[config.mk]
export PLATFORM = sky130hd
export DESIGN_NAME = pie_bank
export DESIGN_NICKNAME = d
export VERILOG_FILES = /design/src/design/pie_pkg.sv /design/src/design/pie_bank.sv
export SDC_FILE = /design/constraint.sdc
export NUM_CORES = 1
export LEC_CHECK = 0
export BUFFER_PORTS_ARGS = -buffer_cell sky130_fd_sc_hd__buf_2
export CORE_ASPECT_RATIO = 0.9
export CORE_MARGIN = 2
export CORE_UTILIZATION = 30
export CTS_CLUSTER_DIAMETER = 150
export DETAILED_ROUTE_END_ITERATION = 16
export GPL_TIMING_DRIVEN = 0
export HOLD_SLACK_MARGIN = 0.05
export PLACE_DENSITY_LB_ADDON = 0.25
export SKIP_LAST_GASP = 1
export SYNTH_ARGS = -nofsm -noshare
export SYNTH_HDL_FRONTEND = slang
export SYNTH_SLANG_ARGS = --single-unit
export TNS_END_PERCENT = 30
[constraint.sdc]
create_clock -name aclk -period 2.4 [get_ports aclk]
set_input_delay 0.48 -clock aclk [delete_from_list [all_inputs] [get_ports aclk]]
set_output_delay 0.48 -clock aclk [all_outputs]
set_load 0.02 [all_outputs]
[src/design/pie_pkg.sv]
package pie_pkg;
    // Register byte offsets on the AXI4-Lite bus
    localparam logic [3:0] OFS_ENABLE_A = 4'h0;
    localparam logic [3:0] OFS_ENABLE_B = 4'h4;
    localparam logic [3:0] OFS_FLAGS_A = 4'h8;
    localparam logic [3:0] OFS_FLAGS_B = 4'hC;
    localparam logic [3:0] OFS_CORE_CTRL = 4'h0 + 4'h0;
    localparam logic [3:0] OFS_CORE_CTRL_REG = 4'hC + 4'h0;
    localparam int ADDR_W = 5;
    localparam logic [4:0] OFS_CORE = 5'h10;
    // Reset values
    localparam logic [7:0] RST_ENABLE_A = 8'h00;
    localparam logic [7:0] RST_FLAGS_A = 8'h00;
    localparam logic RST_BIT = 1'h0;
    // Bit positions in the flag and enable bytes
    localparam int BIT_GATE = 7;
    localparam int BIT_ADC = 6;
    localparam int BIT_RX = 5;
    localparam int BIT_TX = 4;
    localparam int BIT_SYNC = 3;
    localparam int BIT_CAP1 = 2;
    localparam int BIT_PERIOD = 1;
    localparam int BIT_OVF = 0;
    localparam int BIT_CAP2 = 0;
    // Core control bit positions
    localparam int BIT_GLOBAL_EN = 7;
    localparam int BIT_PERIPH_EN = 6;
    // Bits of flags_a that software may write
    localparam logic [7:0] FLAGS_A_WMASK = 8'hCF;
    // Capture unit modes
    localparam logic [1:0] MODE_CAPTURE = 2'h0;
    localparam logic [1:0] MODE_COMPARE = 2'h1;
    localparam logic [1:0] MODE_PWM = 2'h2;
    // AXI responses
    localparam logic [1:0] RESP_OKAY = 2'h0;
    localparam logic [1:0] RESP_SLVERR = 2'h2;
endpackage : pie_pkg

[src/design/pie_bank.sv]
// Contract
// - Peripheral requests need peripheral enable set
// - Flags set regardless of any enable
// - Enable A holds eight writable enables
// - Enable B only bit 0, rest zero
// - Flags A order; rx, tx read-only
// - Gate flag shows 1 when gate inactive
// - ADC flag sticky on conversion done
// - Rx flag follows full; cleared by read
// - Tx flag follows empty; cleared by write
// - Sync port flag sticky on done
// - Capture 1 flag by mode, not PWM
// - Period match flag sticky
// - Overflow flag sticky
// - Capture 2 flag bit 0 only
// - Nothing forwarded while global enable clear
`timescale 1ns/1ps
module pie_bank
    import pie_pkg::*;
(
    // Clock and reset
    input wire logic aclk,
    input wire logic aresetn,
    // AXI4-Lite write address
    input wire logic [4:0] s_axi_awaddr,
    input wire logic s_axi_awvalid,
    output logic s_axi_awready,
    // AXI4-Lite write data
    input wire logic [31:0] s_axi_wdata,
    input wire logic [3:0] s_axi_wstrb,
    input wire logic s_axi_wvalid,
    output logic s_axi_wready,
    // AXI4-Lite write response
    output logic [1:0] s_axi_bresp,
    output logic s_axi_bvalid,
    input wire logic s_axi_bready,
    // AXI4-Lite read address
    input wire logic [4:0] s_axi_araddr,
    input wire logic s_axi_arvalid,
    output logic s_axi_arready,
    // AXI4-Lite read data
    output logic [31:0] s_axi_rdata,
    output logic [1:0] s_axi_rresp,
    output logic s_axi_rvalid,
    input wire logic s_axi_rready,
    // Peripheral event inputs, one-cycle pulses or levels
    input wire logic gate_active,
    input wire logic adc_done,
    input wire logic rx_buffer_full,
    input wire logic tx_buffer_empty,
    input wire logic sync_port_done,
    input wire logic [1:0] capcmp_one_mode,
    input wire logic capcmp_one_capture,
    input wire logic capcmp_one_match,
    input wire logic [1:0] capcmp_two_mode,
    input wire logic capcmp_two_capture,
    input wire logic capcmp_two_match,
    input wire logic period_match,
    input wire logic count_overflow,
    // Side effects of data register access
    input wire logic serial_rx_data_read,
    input wire logic serial_tx_data_write,
    // Core interrupt control bits
    input wire logic global_irq_en,
    input wire logic peripheral_irq_master_en,
    // Request to the core
    output logic periph_irq_req
);
    // Registers
    logic [7:0] peripheral_irq_enable_a;
    logic capcmp_two_irq_en;
    logic gate_acq_flag;
    logic adc_done_flag;
    logic serial_rx_full_flag;
    logic serial_tx_empty_flag;
    logic sync_port_done_flag;
    logic capcmp_one_flag;
    logic period_match_flag;
    logic overflow_flag;
    logic capcmp_two_flag;
    logic [7:0] flags_a;
    logic [4:0] aw_addr;
    logic aw_held;
    logic [31:0] w_data;
    logic [3:0] w_strb;
    logic w_held;
    logic do_write;
    logic wr_ena;
    logic wr_enb;
    logic wr_fa;
    logic wr_fb;
    logic cap1_event;
    logic cap2_event;
    logic wr_mapped;
    logic [7:0] flag_wr_data;

    // Write address and data captured independently, response after both
    assign do_write = aw_held && w_held && !s_axi_bvalid;
    assign wr_ena = do_write && w_strb[0] && aw_addr == {1'b0, OFS_ENABLE_A};
    assign wr_enb = do_write && w_strb[0] && aw_addr == {1'b0, OFS_ENABLE_B};
    assign wr_fa = do_write && w_strb[0] && aw_addr == {1'b0, OFS_FLAGS_A};
    assign wr_fb = do_write && w_strb[0] && aw_addr == {1'b0, OFS_FLAGS_B};

    // Only the four byte-wide registers answer OKAY; refused writes touch nothing
    assign wr_mapped = aw_addr == {1'b0, OFS_ENABLE_A} || aw_addr == {1'b0, OFS_ENABLE_B} ||
                       aw_addr == {1'b0, OFS_FLAGS_A} || aw_addr == {1'b0, OFS_FLAGS_B};

    // Serial status bits are masked out here so software can never reach them
    assign flag_wr_data = w_data[7:0] & FLAGS_A_WMASK;

    // Write address channel
    // Ready is a one-cycle pulse so a held valid is taken exactly once;
    // a second address waits until the pending write has been answered
    always_ff @(posedge aclk) begin
        if (!aresetn) begin
            aw_held <= 1'b0;
            aw_addr <= '0;
            s_axi_awready <= 1'b0;
        end else begin
            s_axi_awready <= !aw_held && !s_axi_awready && s_axi_awvalid;
            if (s_axi_awvalid && s_axi_awready) begin
                aw_held <= 1'b1;
                aw_addr <= s_axi_awaddr;
            end else if (do_write) begin
                aw_held <= 1'b0;
            end
        end
    end

    // Write data channel
    // Same scheme as the address side; either channel may arrive first
    always_ff @(posedge aclk) begin
        if (!aresetn) begin
            w_held <= 1'b0;
            w_data <= '0;
            w_strb <= '0;
            s_axi_wready <= 1'b0;
        end else begin
            s_axi_wready <= !w_held && !s_axi_wready && s_axi_wvalid;
            if (s_axi_wvalid && s_axi_wready) begin
                w_held <= 1'b1;
                w_data <= s_axi_wdata;
                w_strb <= s_axi_wstrb;
            end else if (do_write) begin
                w_held <= 1'b0;
            end
        end
    end

    // Write response; unmapped addresses answer SLVERR
    // A refused write is still answered so the master never hangs on it
    always_ff @(posedge aclk) begin
        if (!aresetn) begin
            s_axi_bvalid <= 1'b0;
            s_axi_bresp <= RESP_OKAY;
        end else if (do_write) begin
            s_axi_bvalid <= 1'b1;
            s_axi_bresp <= wr_mapped ? RESP_OKAY : RESP_SLVERR;
        end else if (s_axi_bready) begin
            s_axi_bvalid <= 1'b0;
        end
    end

    always_ff @(posedge aclk) begin
        if (!aresetn) begin
            peripheral_irq_enable_a <= RST_ENABLE_A;
        end else if (wr_ena) begin
            peripheral_irq_enable_a <= w_data[7:0];
        end
    end

    always_ff @(posedge aclk) begin
        if (!aresetn) begin
            capcmp_two_irq_en <= RST_BIT;
        end else if (wr_enb) begin
            capcmp_two_irq_en <= w_data[BIT_CAP2];
        end
    end

    // Strobes of the function not selected are ignored; mode 3 decodes like PWM
    // and raises nothing, so a stray code cannot leave a flag pending
    // mode selects the event; PWM gives none
    assign cap1_event = (capcmp_one_mode == MODE_CAPTURE && capcmp_one_capture) ||
                        (capcmp_one_mode == MODE_COMPARE && capcmp_one_match);
    assign cap2_event = (capcmp_two_mode == MODE_CAPTURE && capcmp_two_capture) ||
                        (capcmp_two_mode == MODE_COMPARE && capcmp_two_match);

    // Sticky flags; a hardware set wins over a same-cycle software clear
    // set ignores enables
    always_ff @(posedge aclk) begin
        if (!aresetn) begin
            adc_done_flag <= RST_BIT;
            sync_port_done_flag <= RST_BIT;
            capcmp_one_flag <= RST_BIT;
            period_match_flag <= RST_BIT;
            overflow_flag <= RST_BIT;
        end else begin
            adc_done_flag <= adc_done || (wr_fa ? flag_wr_data[BIT_ADC] : adc_done_flag);
            sync_port_done_flag <= sync_port_done ||
                (wr_fa ? flag_wr_data[BIT_SYNC] : sync_port_done_flag);
            capcmp_one_flag <= cap1_event || (wr_fa ? flag_wr_data[BIT_CAP1] : capcmp_one_flag);
            period_match_flag <= period_match ||
                (wr_fa ? flag_wr_data[BIT_PERIOD] : period_match_flag);
            overflow_flag <= count_overflow || (wr_fa ? flag_wr_data[BIT_OVF] : overflow_flag);
        end
    end

    // Capture unit two flag
    always_ff @(posedge aclk) begin
        if (!aresetn) begin
            capcmp_two_flag <= RST_BIT;
        end else begin
            capcmp_two_flag <= cap2_event || (wr_fb ? w_data[BIT_CAP2] : capcmp_two_flag);
        end
    end

    // Gate flag tracks the gate; a software write may force it to one for one cycle
    // Limitation: a forced one lasts a single cycle, then the live gate level wins
    // inactive reads one
    always_ff @(posedge aclk) begin
        if (!aresetn) begin
            gate_acq_flag <= RST_BIT;
        end else if (wr_fa) begin
            gate_acq_flag <= flag_wr_data[BIT_GATE] || !gate_active;
        end else begin
            gate_acq_flag <= !gate_active;
        end
    end

    // Serial status flags are live levels, read-only to software
    // The forced zero lasts one cycle only; a buffer that stays full
    // raises the flag again on the next edge
    // rx follows buffer
    always_ff @(posedge aclk) begin
        if (!aresetn) begin
            serial_rx_full_flag <= RST_BIT;
            serial_tx_empty_flag <= RST_BIT;
        end else begin
            serial_rx_full_flag <= rx_buffer_full && !serial_rx_data_read;
            serial_tx_empty_flag <= tx_buffer_empty && !serial_tx_data_write;
        end
    end

    assign flags_a = {gate_acq_flag, adc_done_flag, serial_rx_full_flag,
                      serial_tx_empty_flag, sync_port_done_flag, capcmp_one_flag,
                      period_match_flag, overflow_flag};

    // Read channel, one read at a time
    // Data is taken from the flags at the address handshake; a level flag that
    // moves while the answer waits shows only on the next read
    always_ff @(posedge aclk) begin
        if (!aresetn) begin
            s_axi_arready <= 1'b0;
            s_axi_rvalid <= 1'b0;
            s_axi_rdata <= '0;
            s_axi_rresp <= RESP_OKAY;
        end else begin
            s_axi_arready <= !s_axi_rvalid && !s_axi_arready && s_axi_arvalid;
            if (s_axi_arvalid && s_axi_arready) begin
                s_axi_rvalid <= 1'b1;
                s_axi_rresp <= RESP_OKAY;
                s_axi_rdata <= '0;
                case (s_axi_araddr)
                    {1'b0, OFS_ENABLE_A}: s_axi_rdata[7:0] <= peripheral_irq_enable_a;
                    {1'b0, OFS_ENABLE_B}: s_axi_rdata[BIT_CAP2] <= capcmp_two_irq_en;
                    {1'b0, OFS_FLAGS_A}: s_axi_rdata[7:0] <= flags_a;
                    {1'b0, OFS_FLAGS_B}: s_axi_rdata[BIT_CAP2] <= capcmp_two_flag;
                    default: s_axi_rresp <= RESP_SLVERR;
                endcase
            end else if (s_axi_rready) begin
                s_axi_rvalid <= 1'b0;
            end
        end
    end

    // Request to the core, registered
    // Leaving a flip-flop costs one edge of latency but keeps the core glitch free
    // flag and enable OR
    // stale flags fire when enabled, so software clears first
    always_ff @(posedge aclk) begin
        if (!aresetn) begin
            periph_irq_req <= 1'b0;
        end else begin
            periph_irq_req <= global_irq_en && peripheral_irq_master_en &&
                ((|(flags_a & peripheral_irq_enable_a)) ||
                 (capcmp_two_flag && capcmp_two_irq_en));
        end
    end
endmodule : pie_bank

Word-level counts from Yosys, hierarchy flattened
Index checks and enable logic that the tools add are counted.
- shift-type cells: 0
- $lt $le $gt $ge: 0
- reduce and logical (&&, ||, !) cells: 58
- $mul: 0
- bitwise gates (word level): 1
- $add $sub $neg: 0
- mux-type cells: 18
- div/mod/pow operators: 0
- equality and inequality tests: 8
- operator list (kind ; number):
    $logic_and 1x1->1 ; 25
    $eq 5x4->1 const B ; 4
    $mux 1 ; 14
    $pmux 7 s2 ; 1
    $logic_or 1x1->1 ; 13
    $eq 5x3->1 const B ; 2
    $logic_not 1->1 ; 10
    $logic_not 5->1 ; 2
    $and 8x8->8 ; 1
    $reduce_bool 2->1 ; 4
    $reduce_or 8->1 ; 1
    $eq 2x1->1 const B ; 2
    $logic_not 2->1 ; 2
    $mux 2 ; 2
    $pmux 1 s4 ; 1
    $reduce_or 4->1 ; 1
- ROM bits: 0
- memory bits (writable): 0
- logic and storage cells: 110
- memories kept: 0
- flip-flop bits (word level): 52
- output and inout bits: 42
- bits in latches: 0

Logic depth before layout (Yosys ltp)
Gate-level depths: netlist of run 1.
- depth after elaboration: 6
- mapped depth: 6

Least setup slack after synthesis of run 1
OpenSTA, ideal clock, no wires.
- kind: register to register
- from: reg s_axi_bvalid
- to: reg peripheral_irq_enable_a[6]
- stages on the path, launching flop included: 7
- path buffers: 2
- path slack: 683 ps
- data arrival time: 1603 ps
- data required time: 2286 ps
- cells stage by stage: dfxtp_1 nand3b_1 or4_4 buf_6 buf_12 nand3_2 o21ai_2
- cells in the longest elaborated chain, start to end: 4
- ends and longest elaborated chain (item ; line ; text):
    start: declaration ; pie_bank.sv:35 ; output logic s_axi_bvalid,
    start signal: assignment ; pie_bank.sv:154 ; s_axi_bvalid <= 1'b0;
    start signal: assignment ; pie_bank.sv:157 ; s_axi_bvalid <= 1'b1;
    start signal: assignment ; pie_bank.sv:160 ; s_axi_bvalid <= 1'b0;
    $logic_not 1->1 ; pie_bank.sv:98 ; assign do_write = aw_held && w_held && !s_axi_bvalid;
    $logic_and 1x1->1 ; pie_bank.sv:98 ;
    $logic_and 1x1->1 (2 in a row) ; pie_bank.sv:99 ; assign wr_ena = do_write && w_strb[0] && aw_addr == {1'b0, OFS_ENABLE_A};
    end signal: assignment ; pie_bank.sv:168 ; peripheral_irq_enable_a <= w_data[7:0];
    end: declaration ; pie_bank.sv:70 ; logic [7:0] peripheral_irq_enable_a;
Every way passes these cells.
A chain may end at the register's enable or synchronous reset.

Final worst setup path of run 1
- from: reg s_axi_bvalid
- to: reg capcmp_one_flag
- cells in the longest elaborated chain, start to end: 6
- ends and longest elaborated chain (item ; line ; text):
    $logic_not 1->1 ; pie_bank.sv:98 ;
    $logic_and 1x1->1 ; pie_bank.sv:98 ;
    $logic_and 1x1->1 (2 in a row) ; pie_bank.sv:101 ; assign wr_fa = do_write && w_strb[0] && aw_addr == {1'b0, OFS_FLAGS_A};
    $mux 1 ; pie_bank.sv:201 ; capcmp_one_flag <= cap1_event || (wr_fa ? flag_wr_data[BIT_CAP1] : capcmp_one_flag);
    $logic_or 1x1->1 ; pie_bank.sv:201 ;
    end signal: assignment ; pie_bank.sv:201 ;
    end: declaration ; pie_bank.sv:77 ; logic capcmp_one_flag;
Every way passes these cells.

==> out/results.txt, run 1 <==
run status: finished clean
first-pass GRT wire length: 7962 um
GRT Total Usage: 12.56%
RSZ-0062 raised after global routing: false
critical path class: flop to flop
ys async rst share: 0%
initial antenna violation count: 0
post-route ant nets: 0
Post-synth EDFFs: 0
Seq cells post-synth: 50
Synth Flop Type: dfxtp_1
htree depth: 2
Fin. Hold Viols: 0
Crit Path Max Fanout: 7
fillers: 779
max_cap viols: 0
largest net degree at the start of global routing: 16
Post-CTS Repair Setup Buffers: 0
diode count: 0
actual slew at the worst max-slew pin: 0.7466 ns
CP Data Required Time: 2.62 ns
Setup Skew: 0.007954 ns
CP Launch Type: flop
clk buf depth: 2
fin crit period: 1.806 ns
Synth Warn #: 0
post-route cell area: 2831 sq um
CTS tree: yes
Mean Syn Cell Area: 8.709 sq um
FP Rows: 29
Initial Util: 31.23%
final core occ: 39.81%
post-CTS sizing: 0
Static Leak: 1.248 nW
Synth top area share: 45.07%
Routability Congestion: 0.7624
IO buf count: 59
Total Power: 1.613 mW
maximum VDD drop: 0.1988 mV
Synth Instances: 255
Post-DP Area: 2726 sq um
worst-skew pair later-pin latency: 0.30 ns
GR Overflow Total: 0
area of the multi-input gates: 1042 sq um
register area share after synthesis: 45.07%
vias in the first global route: 1,715
core region area: 7112 sq um
synth top area cells: dfxtp_1, buf_4, nand2_1, mux2i_1, a21oi_1
CP Capture Type: flop
Vias/cell: 4.352
DIE AREA: 8108 sq um
Num CTS Buffers: 5
Fmax: 553.8 MHz
HP Class: input pin to flop
final wirelength: 5021 um
Slew headroom: 49.84%
Final #Nets: 418
routed wire length per instance: 11.41 um
clk sinks: 50
Distinct cells, synth: 35
final setup violation count: 0
hpwl dp: 3935 um
Die Ht: 85.63 um
largest area contributor in the netlist: dfxtp_1
Boundary Pins: 114
Area Growth Syn to Fin: 27.49%
Worst Path Arrival: 2.03 ns
die width: 94.70 um
register area: 1001 sq um
1st-iter DRT viols: 85
Commonest cells post-synth: dfxtp_1, nand2_1, buf_4, a21oi_1, nor3_1
Max Slew Vio Count: 0
PwrDens: 569.8 nW/um^2
final worst-path cycle share: 75.24%
Setup TNS: 0 ns
routed vias: 1,915
share of cells above drive strength 1: 31.41%
most common cell in the netlist: dfxtp_1
router iterations before antenna repair: 4
DR DRC count: 0
Root Buffer Master: clkbuf_8
synthesized area: 2221 sq um
Hold-fix buffers, CTS: 0
clock transition at the registers of the reported paths: 0.09 ns
## critical path: stages, from the launching register on
cell and delay, ns:
dfxtp_1 0.35, nand3b_1 0.33, nor3_1 0.71, nor3_1 0.12
a211oi_1 0.22
## per-layer routing
| layer | global-route usage [%] | part of all wire [%] | up-vias |
|---|---|---|---|
| met2 | 18.50 | 41 | 65 |
| li1 | - | - | 1012 |
| met5 | 0 | 0 | - |
| met3 | 3.251 | 7.5 | 7 |
| met4 | 4.743 | 1.5 | 0 |
| met1 | 17.59 | 50 | 831 |
## stage by stage
| stage | cells | hold WS [ns] | worst slack, ns |
|---|---|---|---|
| 2_1_floorplan | 280 | 0.4350 | 0.6835 |
| 3_3_place_gp | 432 | 0.4282 | 0.6317 |
| 3_5_place_dp | 432 | 0.4384 | 0.6089 |
| 4_1_cts | 440 | 0.3181 | 0.5933 |
| 5_1_grt | 440 | 0.3147 | 0.3724 |
| 6_report | 440 | 0.3299 | 0.5942 |
## final cells by class
class | instances | area share, %
Tap cell | 93 | 4.110
Sequential cell | 50 | 35.35
Inverter | 3 | 0.3977
Timing Repair Buffer | 59 | 10.43
Multi-Input combinational cell | 190 | 36.81
Buffer | 37 | 9.191
Clock buffer | 7 | 3.403
Clock inverter | 1 | 0.3093
## cells in the final DEF (no fill, tap or decap), types with 2 or more instances in the layout
cell,instances
buf_1,4
inv_1,2
buf_2,59
conb_1,26
o21ai_0,2
clkbuf_1,5
dfxtp_1,50
or3_1,2
nor3_1,19
nor2_1,15
nor3b_1,2
o21ai_2,8
nand2_1,40
a21oi_1,21
nand3b_1,2
nand2b_1,4
a22oi_1,3
a2bb2oi_1,7
nand3_2,2
mux2i_1,13
nand3_1,13
buf_4,26
clkbuf_8,7
## logic make-up (layout without fill, tap and decap cells)
family	after synthesis	count (layout)	synth area share (%)
buf+inv	40	107	12.23
compound gates	47	47	14.31
simple gates	104	104	22.37
flops	50	50	45.07
other cells	1	26	0.1689
mux	13	13	5.859
## registers in the layout, summed over array words and instances, names as in the netlist, 5 cells and up
| signal | flops |
|---|---|
| peripheral_irq_enable_a | 8 |
| s_axi_rdata | 8 |
| w_data | 8 |
| aw_addr | 5 |
## power breakdown
part | internal (mW) | switching, mW | total, mW
registers | 0.853 | 0.0213 | 0.874
logic | 0.0891 | 0.113 | 0.202
clock network | 0.264 | 0.273 | 0.537
total | 1.21 | 0.407 | 1.61
## worst paths after layout
kind / startpoint / endpoint / slack [ns] / cells past startpoint
worst max-delay path: s_axi_bvalid$_SDFFE_PN0P_ / capcmp_one_flag$_SDFF_PN0_ / 0.59 / 4
worst min-delay path: serial_rx_data_read / serial_rx_full_flag$_SDFF_PN0_ / 0.33 / 2
worst max register to register: s_axi_bvalid$_SDFFE_PN0P_ / capcmp_one_flag$_SDFF_PN0_ / 0.59 / 4
worst min register to register: s_axi_rvalid$_SDFFE_PN0P_ / s_axi_arready$_SDFF_PN0_ / 0.45 / 1
(Power assumes the default switching activity.)
==> run 2, diff against run 1 <==
Clock period 2.4 ns to 1.59 ns, I/O delays scaled along.
==> out/results.txt, run 2 (synthesis gave the netlist of run 1 again) <==
part of the power in the clock network: 32.5%
1st-iter DRT viols: 74
vias in the first global route: 1,761
post-route ant nets: 0
htree depth: 2
Fmax: 613.6 MHz
Static Leak: 1.253 nW
max_cap viols: 0
met3 wire length: 288 um
router iterations before antenna repair: 4
sequential share of power: 54.6%
CP Launch Type: flop
final wirelength: 5203 um
CP Data Required Time: 1.80 ns
switching pwr: 0.6382 mW
Net Sw Frac: 26.46%
Initial Util: 31.23%
Fin. Hold Viols: 0
largest registers: peripheral_irq_enable_a (8), s_axi_rdata (8), w_data (8)
Num CTS Buffers: 5
first-pass GRT wire length: 8480 um
commonest non-fill, non-tap cell in the layout: buf_2
clock transition at the registers of the reported paths: 0.10 ns
DIE AREA: 8108 sq um
highest metal layer with signal wires: met4
CTS tree: yes
initial antenna violation count: 0
CP Capture Type: flop
CP Cell Sequence: or3_4 > or4_4 > buf_12 > nand3_2 > o21ai_2
run status: finished, violations left
IO buf count: 59
die width: 94.70 um
Slew headroom: 58.83%
GRT Total Usage: 13.38%
internal power: 1.774 mW
Area Growth Syn to Fin: 28.45%
maximum VDD drop: 0.3217 mV
Total Power: 2.412 mW
actual slew at the worst max-slew pin: 0.6175 ns
Routability Congestion: 0.7819
RSZ-0062 raised after global routing: true
GR Overflow Total: 0
failing checks: negative setup slack
Final #Nets: 420
WL met1: 2648 um
HP Class: input pin to flop
largest net degree at the start of global routing: 16
Max Slew Vio Count: 0
Setup TNS: -0.1308 ns
Final WS setup: -0.03977 ns
core region area: 7112 sq um
PwrDens: 845.5 nW/um^2
FP Rows: 29
CP max-delay cell: or4_4
Logic pwr share: 12.9%
Root Buffer Master: clkbuf_8
Setup Skew: 0.009672 ns
R2R setup slack: -0.04 ns
clk buf depth: 2
dpl ws: -0.1951 ns
Vias/cell: 4.296
CP bufs+invs: 1
routed vias: 1,899
clk sinks: 50
DR DRC count: 0
diode count: 0
routed wire length per instance: 11.77 um
share of cells above drive strength 1: 32.66%
final worst-path cycle share: 102.5%
final setup violation count: 8
Final Instance Count excl. Fillers: 442
most frequent cells in the layout: buf_2, dfxtp_1, nand2_1
Crit Path Max Fanout: 10
WL met2: 2202 um
CP max stage delay: 0.50 ns
Crit path max-delay family: simple AND/OR/NAND/NOR gates
Fin Hold WS: 0.1616 ns
placed cell count: 432
Die Ht: 85.63 um
Worst Path Arrival: 1.84 ns
worst-skew pair later-pin latency: 0.31 ns
fin crit period: 1.630 ns
hpwl dp: 3952 um
Boundary Pins: 114
critical path class: flop to flop
run 2: changes by cell type in the layout (fill, tap and decap cells not counted), sizes merged:
cell	change
clkinvlp	+1
clkbuf	-1
buf	+2
run 2: metrics by stage:
step	cell area (sq um)	utilization, %
after floorplan	2318	-
after global placement	2730	38.39
after detailed placement	2730	38.39
after CTS	2841	39.95
after global routing	2853	40.11
final	2853	40.11
run 2: power by group through the flow:
stage | Clock, mW | Sequential [mW] | Combinational [mW]
2_1_floorplan | 0 | 1.35 | 0.203
3_3_place_gp | 0 | 1.34 | 0.302
3_5_place_dp | 0 | 1.35 | 0.305
4_1_cts | 0.797 | 1.32 | 0.309
5_1_grt | 0.857 | 1.32 | 0.346
6_report | 0.784 | 1.32 | 0.310
run 2: final timing paths:
| kind | start | endpoint | cells after the start |
|---|---|---|---|
| setup reg to reg | aw_addr[0]$_SDFFE_PN0P_ | peripheral_irq_enable_a[6]$_SDFFE_PN0P_ | 5 |
| setup / recovery | aw_addr[0]$_SDFFE_PN0P_ | peripheral_irq_enable_a[6]$_SDFFE_PN0P_ | 5 |
| hold / removal | serial_tx_data_write | serial_tx_empty_flag$_SDFF_PN0_ | 2 |
| hold reg to reg | s_axi_rvalid$_SDFFE_PN0P_ | s_axi_arready$_SDFF_PN0_ | 1 |
run 2: layout make-up:
class | instances | area, sq um
tap | 93 | 116.4
sequential | 50 | 1005
buffer | 36 | 249.0
fill | 780 | 4259
timing repair buffer | 62 | 317.8
multi-input combinational | 190 | 1059
clock buffer | 6 | 82.58
clock inverter | 2 | 12.51
inverter | 3 | 11.26
run 2: metal layers:
metal	global-route usage (%)	vias to the layer above
met5	0	-
met1	18.56	826
met2	19.79	52
met4	4.348	0
li1	-	1016
met3	4.130	5
run 2: timing repair:
action | in CTS | in global routing
resized for setup | 1 | 2
hold endpoints to repair | 0 | 0
setup endpoints to repair | 14 | 14
hold buffers | 0 | 0
pin swaps | 1 | 1
setup buffers | 3 | 0
==> run 3, diff against run 2 <==
Settings changed: CORE_UTILIZATION 30 to 41.
==> out/results.txt, run 3 (synthesis gave the netlist of run 1 again) <==
Max Slew Vio Count: 0
first-pass GRT wire length: 7486 um
Final Instance Count excl. Fillers: 416
Setup Skew: 0.009048 ns
dpl ws: -0.1933 ns
PwrDens: 835.4 nW/um^2
DR DRC count: 0
CTS tree: yes
CP max stage delay: 0.50 ns
Static Leak: 1.251 nW
worst-skew pair later-pin latency: 0.31 ns
critical path class: flop to flop
Slew headroom: 57.93%
share of cells above drive strength 1: 32.38%
routed wire length per instance: 11.51 um
Final #Nets: 420
htree depth: 2
CP Data Required Time: 1.80 ns
final setup violation count: 9
HP Class: input pin to flop
largest net degree at the start of global routing: 16
post-route ant nets: 0
max_cap viols: 0
Boundary Pins: 114
fin crit period: 1.629 ns
CP bufs+invs: 1
largest registers: peripheral_irq_enable_a (8), s_axi_rdata (8), w_data (8)
CP Cell Sequence: or3_4 > or4_4 > buf_12 > nand3_2 > o21ai_2
Fin Hold WS: 0.1604 ns
placed cell count: 406
Fin. Hold Viols: 0
Crit path max-delay family: simple AND/OR/NAND/NOR gates
fillers: 553
CP Capture Type: flop
IO buf count: 59
failing checks: negative setup slack
Root Buffer Master: clkbuf_8
Area Growth Syn to Fin: 26.59%
Routability Congestion: 0.7469
Crit Path Max Fanout: 10
routed vias: 1,914
RSZ-0062 raised after global routing: true
Worst Path Arrival: 1.84 ns
initial antenna violation count: 0
Num CTS Buffers: 5
DIE AREA: 6022 sq um
Initial Util: 42.26%
maximum VDD drop: 0.3509 mV
final wirelength: 4788 um
hpwl dp: 3683 um
CP Launch Type: flop
vias in the first global route: 1,692
commonest non-fill, non-tap cell in the layout: buf_2
most frequent cells in the layout: buf_2, dfxtp_1, nand2_1
1st-iter DRT viols: 65
GR Overflow Total: 0
clk sinks: 50
Hold-fix buffers, CTS: 0
Fmax: 613.9 MHz
GRT Total Usage: 16.59%
final worst-path cycle share: 102.5%
FP Rows: 25
diode count: 0
die width: 81.58 um
Total Power: 2.349 mW
clk buf depth: 2
CP max-delay cell: or4_4
core region area: 5255 sq um
clock transition at the registers of the reported paths: 0.09 ns
actual slew at the worst max-slew pin: 0.6310 ns
Vias/cell: 4.601
Die Ht: 73.82 um
run status: finished, violations left
Final WS setup: -0.03900 ns
router iterations before antenna repair: 4
run 3: cell count changes in the layout (fill, tap and decap cells not counted):
cell,previous run,this run
clkbuf_8,6,5
clkbuf_1,5,6
clkinvlp_4,1,0
clkinv_4,0,1
run 3: metal layers:
layer | wire length [um] | part of all wire (%) | GRT usage, %
met4 | 82 | 1.7 | 7.222
met5 | 0 | 0 | 0
met1 | 2244 | 47 | 20.79
met2 | 2136 | 45 | 27.32
met3 | 326 | 6.8 | 3.808
run 3: what timing repair did:
action	CTS	global route
pin swaps	1	0
gates cloned	0	0
endpoints found under the hold margin	0	0
buffers inserted	3	0
setup endpoints to repair	14	13
gates resized for setup	1	2
run 3: final timing paths:
kind                             start                                      end  slack, ns  cells past startpoint
min                serial_rx_data_read           serial_rx_full_flag$_SDFF_PN0_       0.16                      2
min reg2reg  s_axi_rvalid$_SDFFE_PN0P_                 s_axi_arready$_SDFF_PN0_       0.45                      1
max            aw_addr[0]$_SDFFE_PN0P_  peripheral_irq_enable_a[6]$_SDFFE_PN0P_      -0.04                      5
max reg2reg    aw_addr[0]$_SDFFE_PN0P_  peripheral_irq_enable_a[6]$_SDFFE_PN0P_      -0.04                      5
run 3: cell type report:
class	instances	area, sq um	area share, %
repair buffers	62	317.8	11.30
clock buffers	6	72.57	2.581
flip-flops and latches	50	1005	35.74
clock inverters	2	13.76	0.4895
inverters	3	11.26	0.4005
multi-input cells	190	1059	37.65
well taps	67	83.83	2.982
plain buffers	36	249.0	8.856
run 3: report_power, final:
group,switching [mW],leakage (nW),internal (mW)
Combinational,0.171,0.799,0.138
Clock,0.412,0.0452,0.311
Sequential,0.0313,0.408,1.29
run 3: stage by stage:
stage	setup TNS (ns)	area [sq um]	util (%)
floorplan	-0.2965	2318	-
global placement	-1.555	2698	51.33
detailed placement	-1.933	2698	51.33
CTS	-0.1445	2800	53.29
global route	-0.8663	2811	53.50
finish	-0.1134	2811	53.50
run 3: worst reg2reg max path, stage by stage, from the launching register on:
cell and delay, ns:
dfxtp_1 0.32, or3_4 0.42, or4_4 0.50, buf_12 0.18
nand3_2 0.06, o21ai_2 0.05
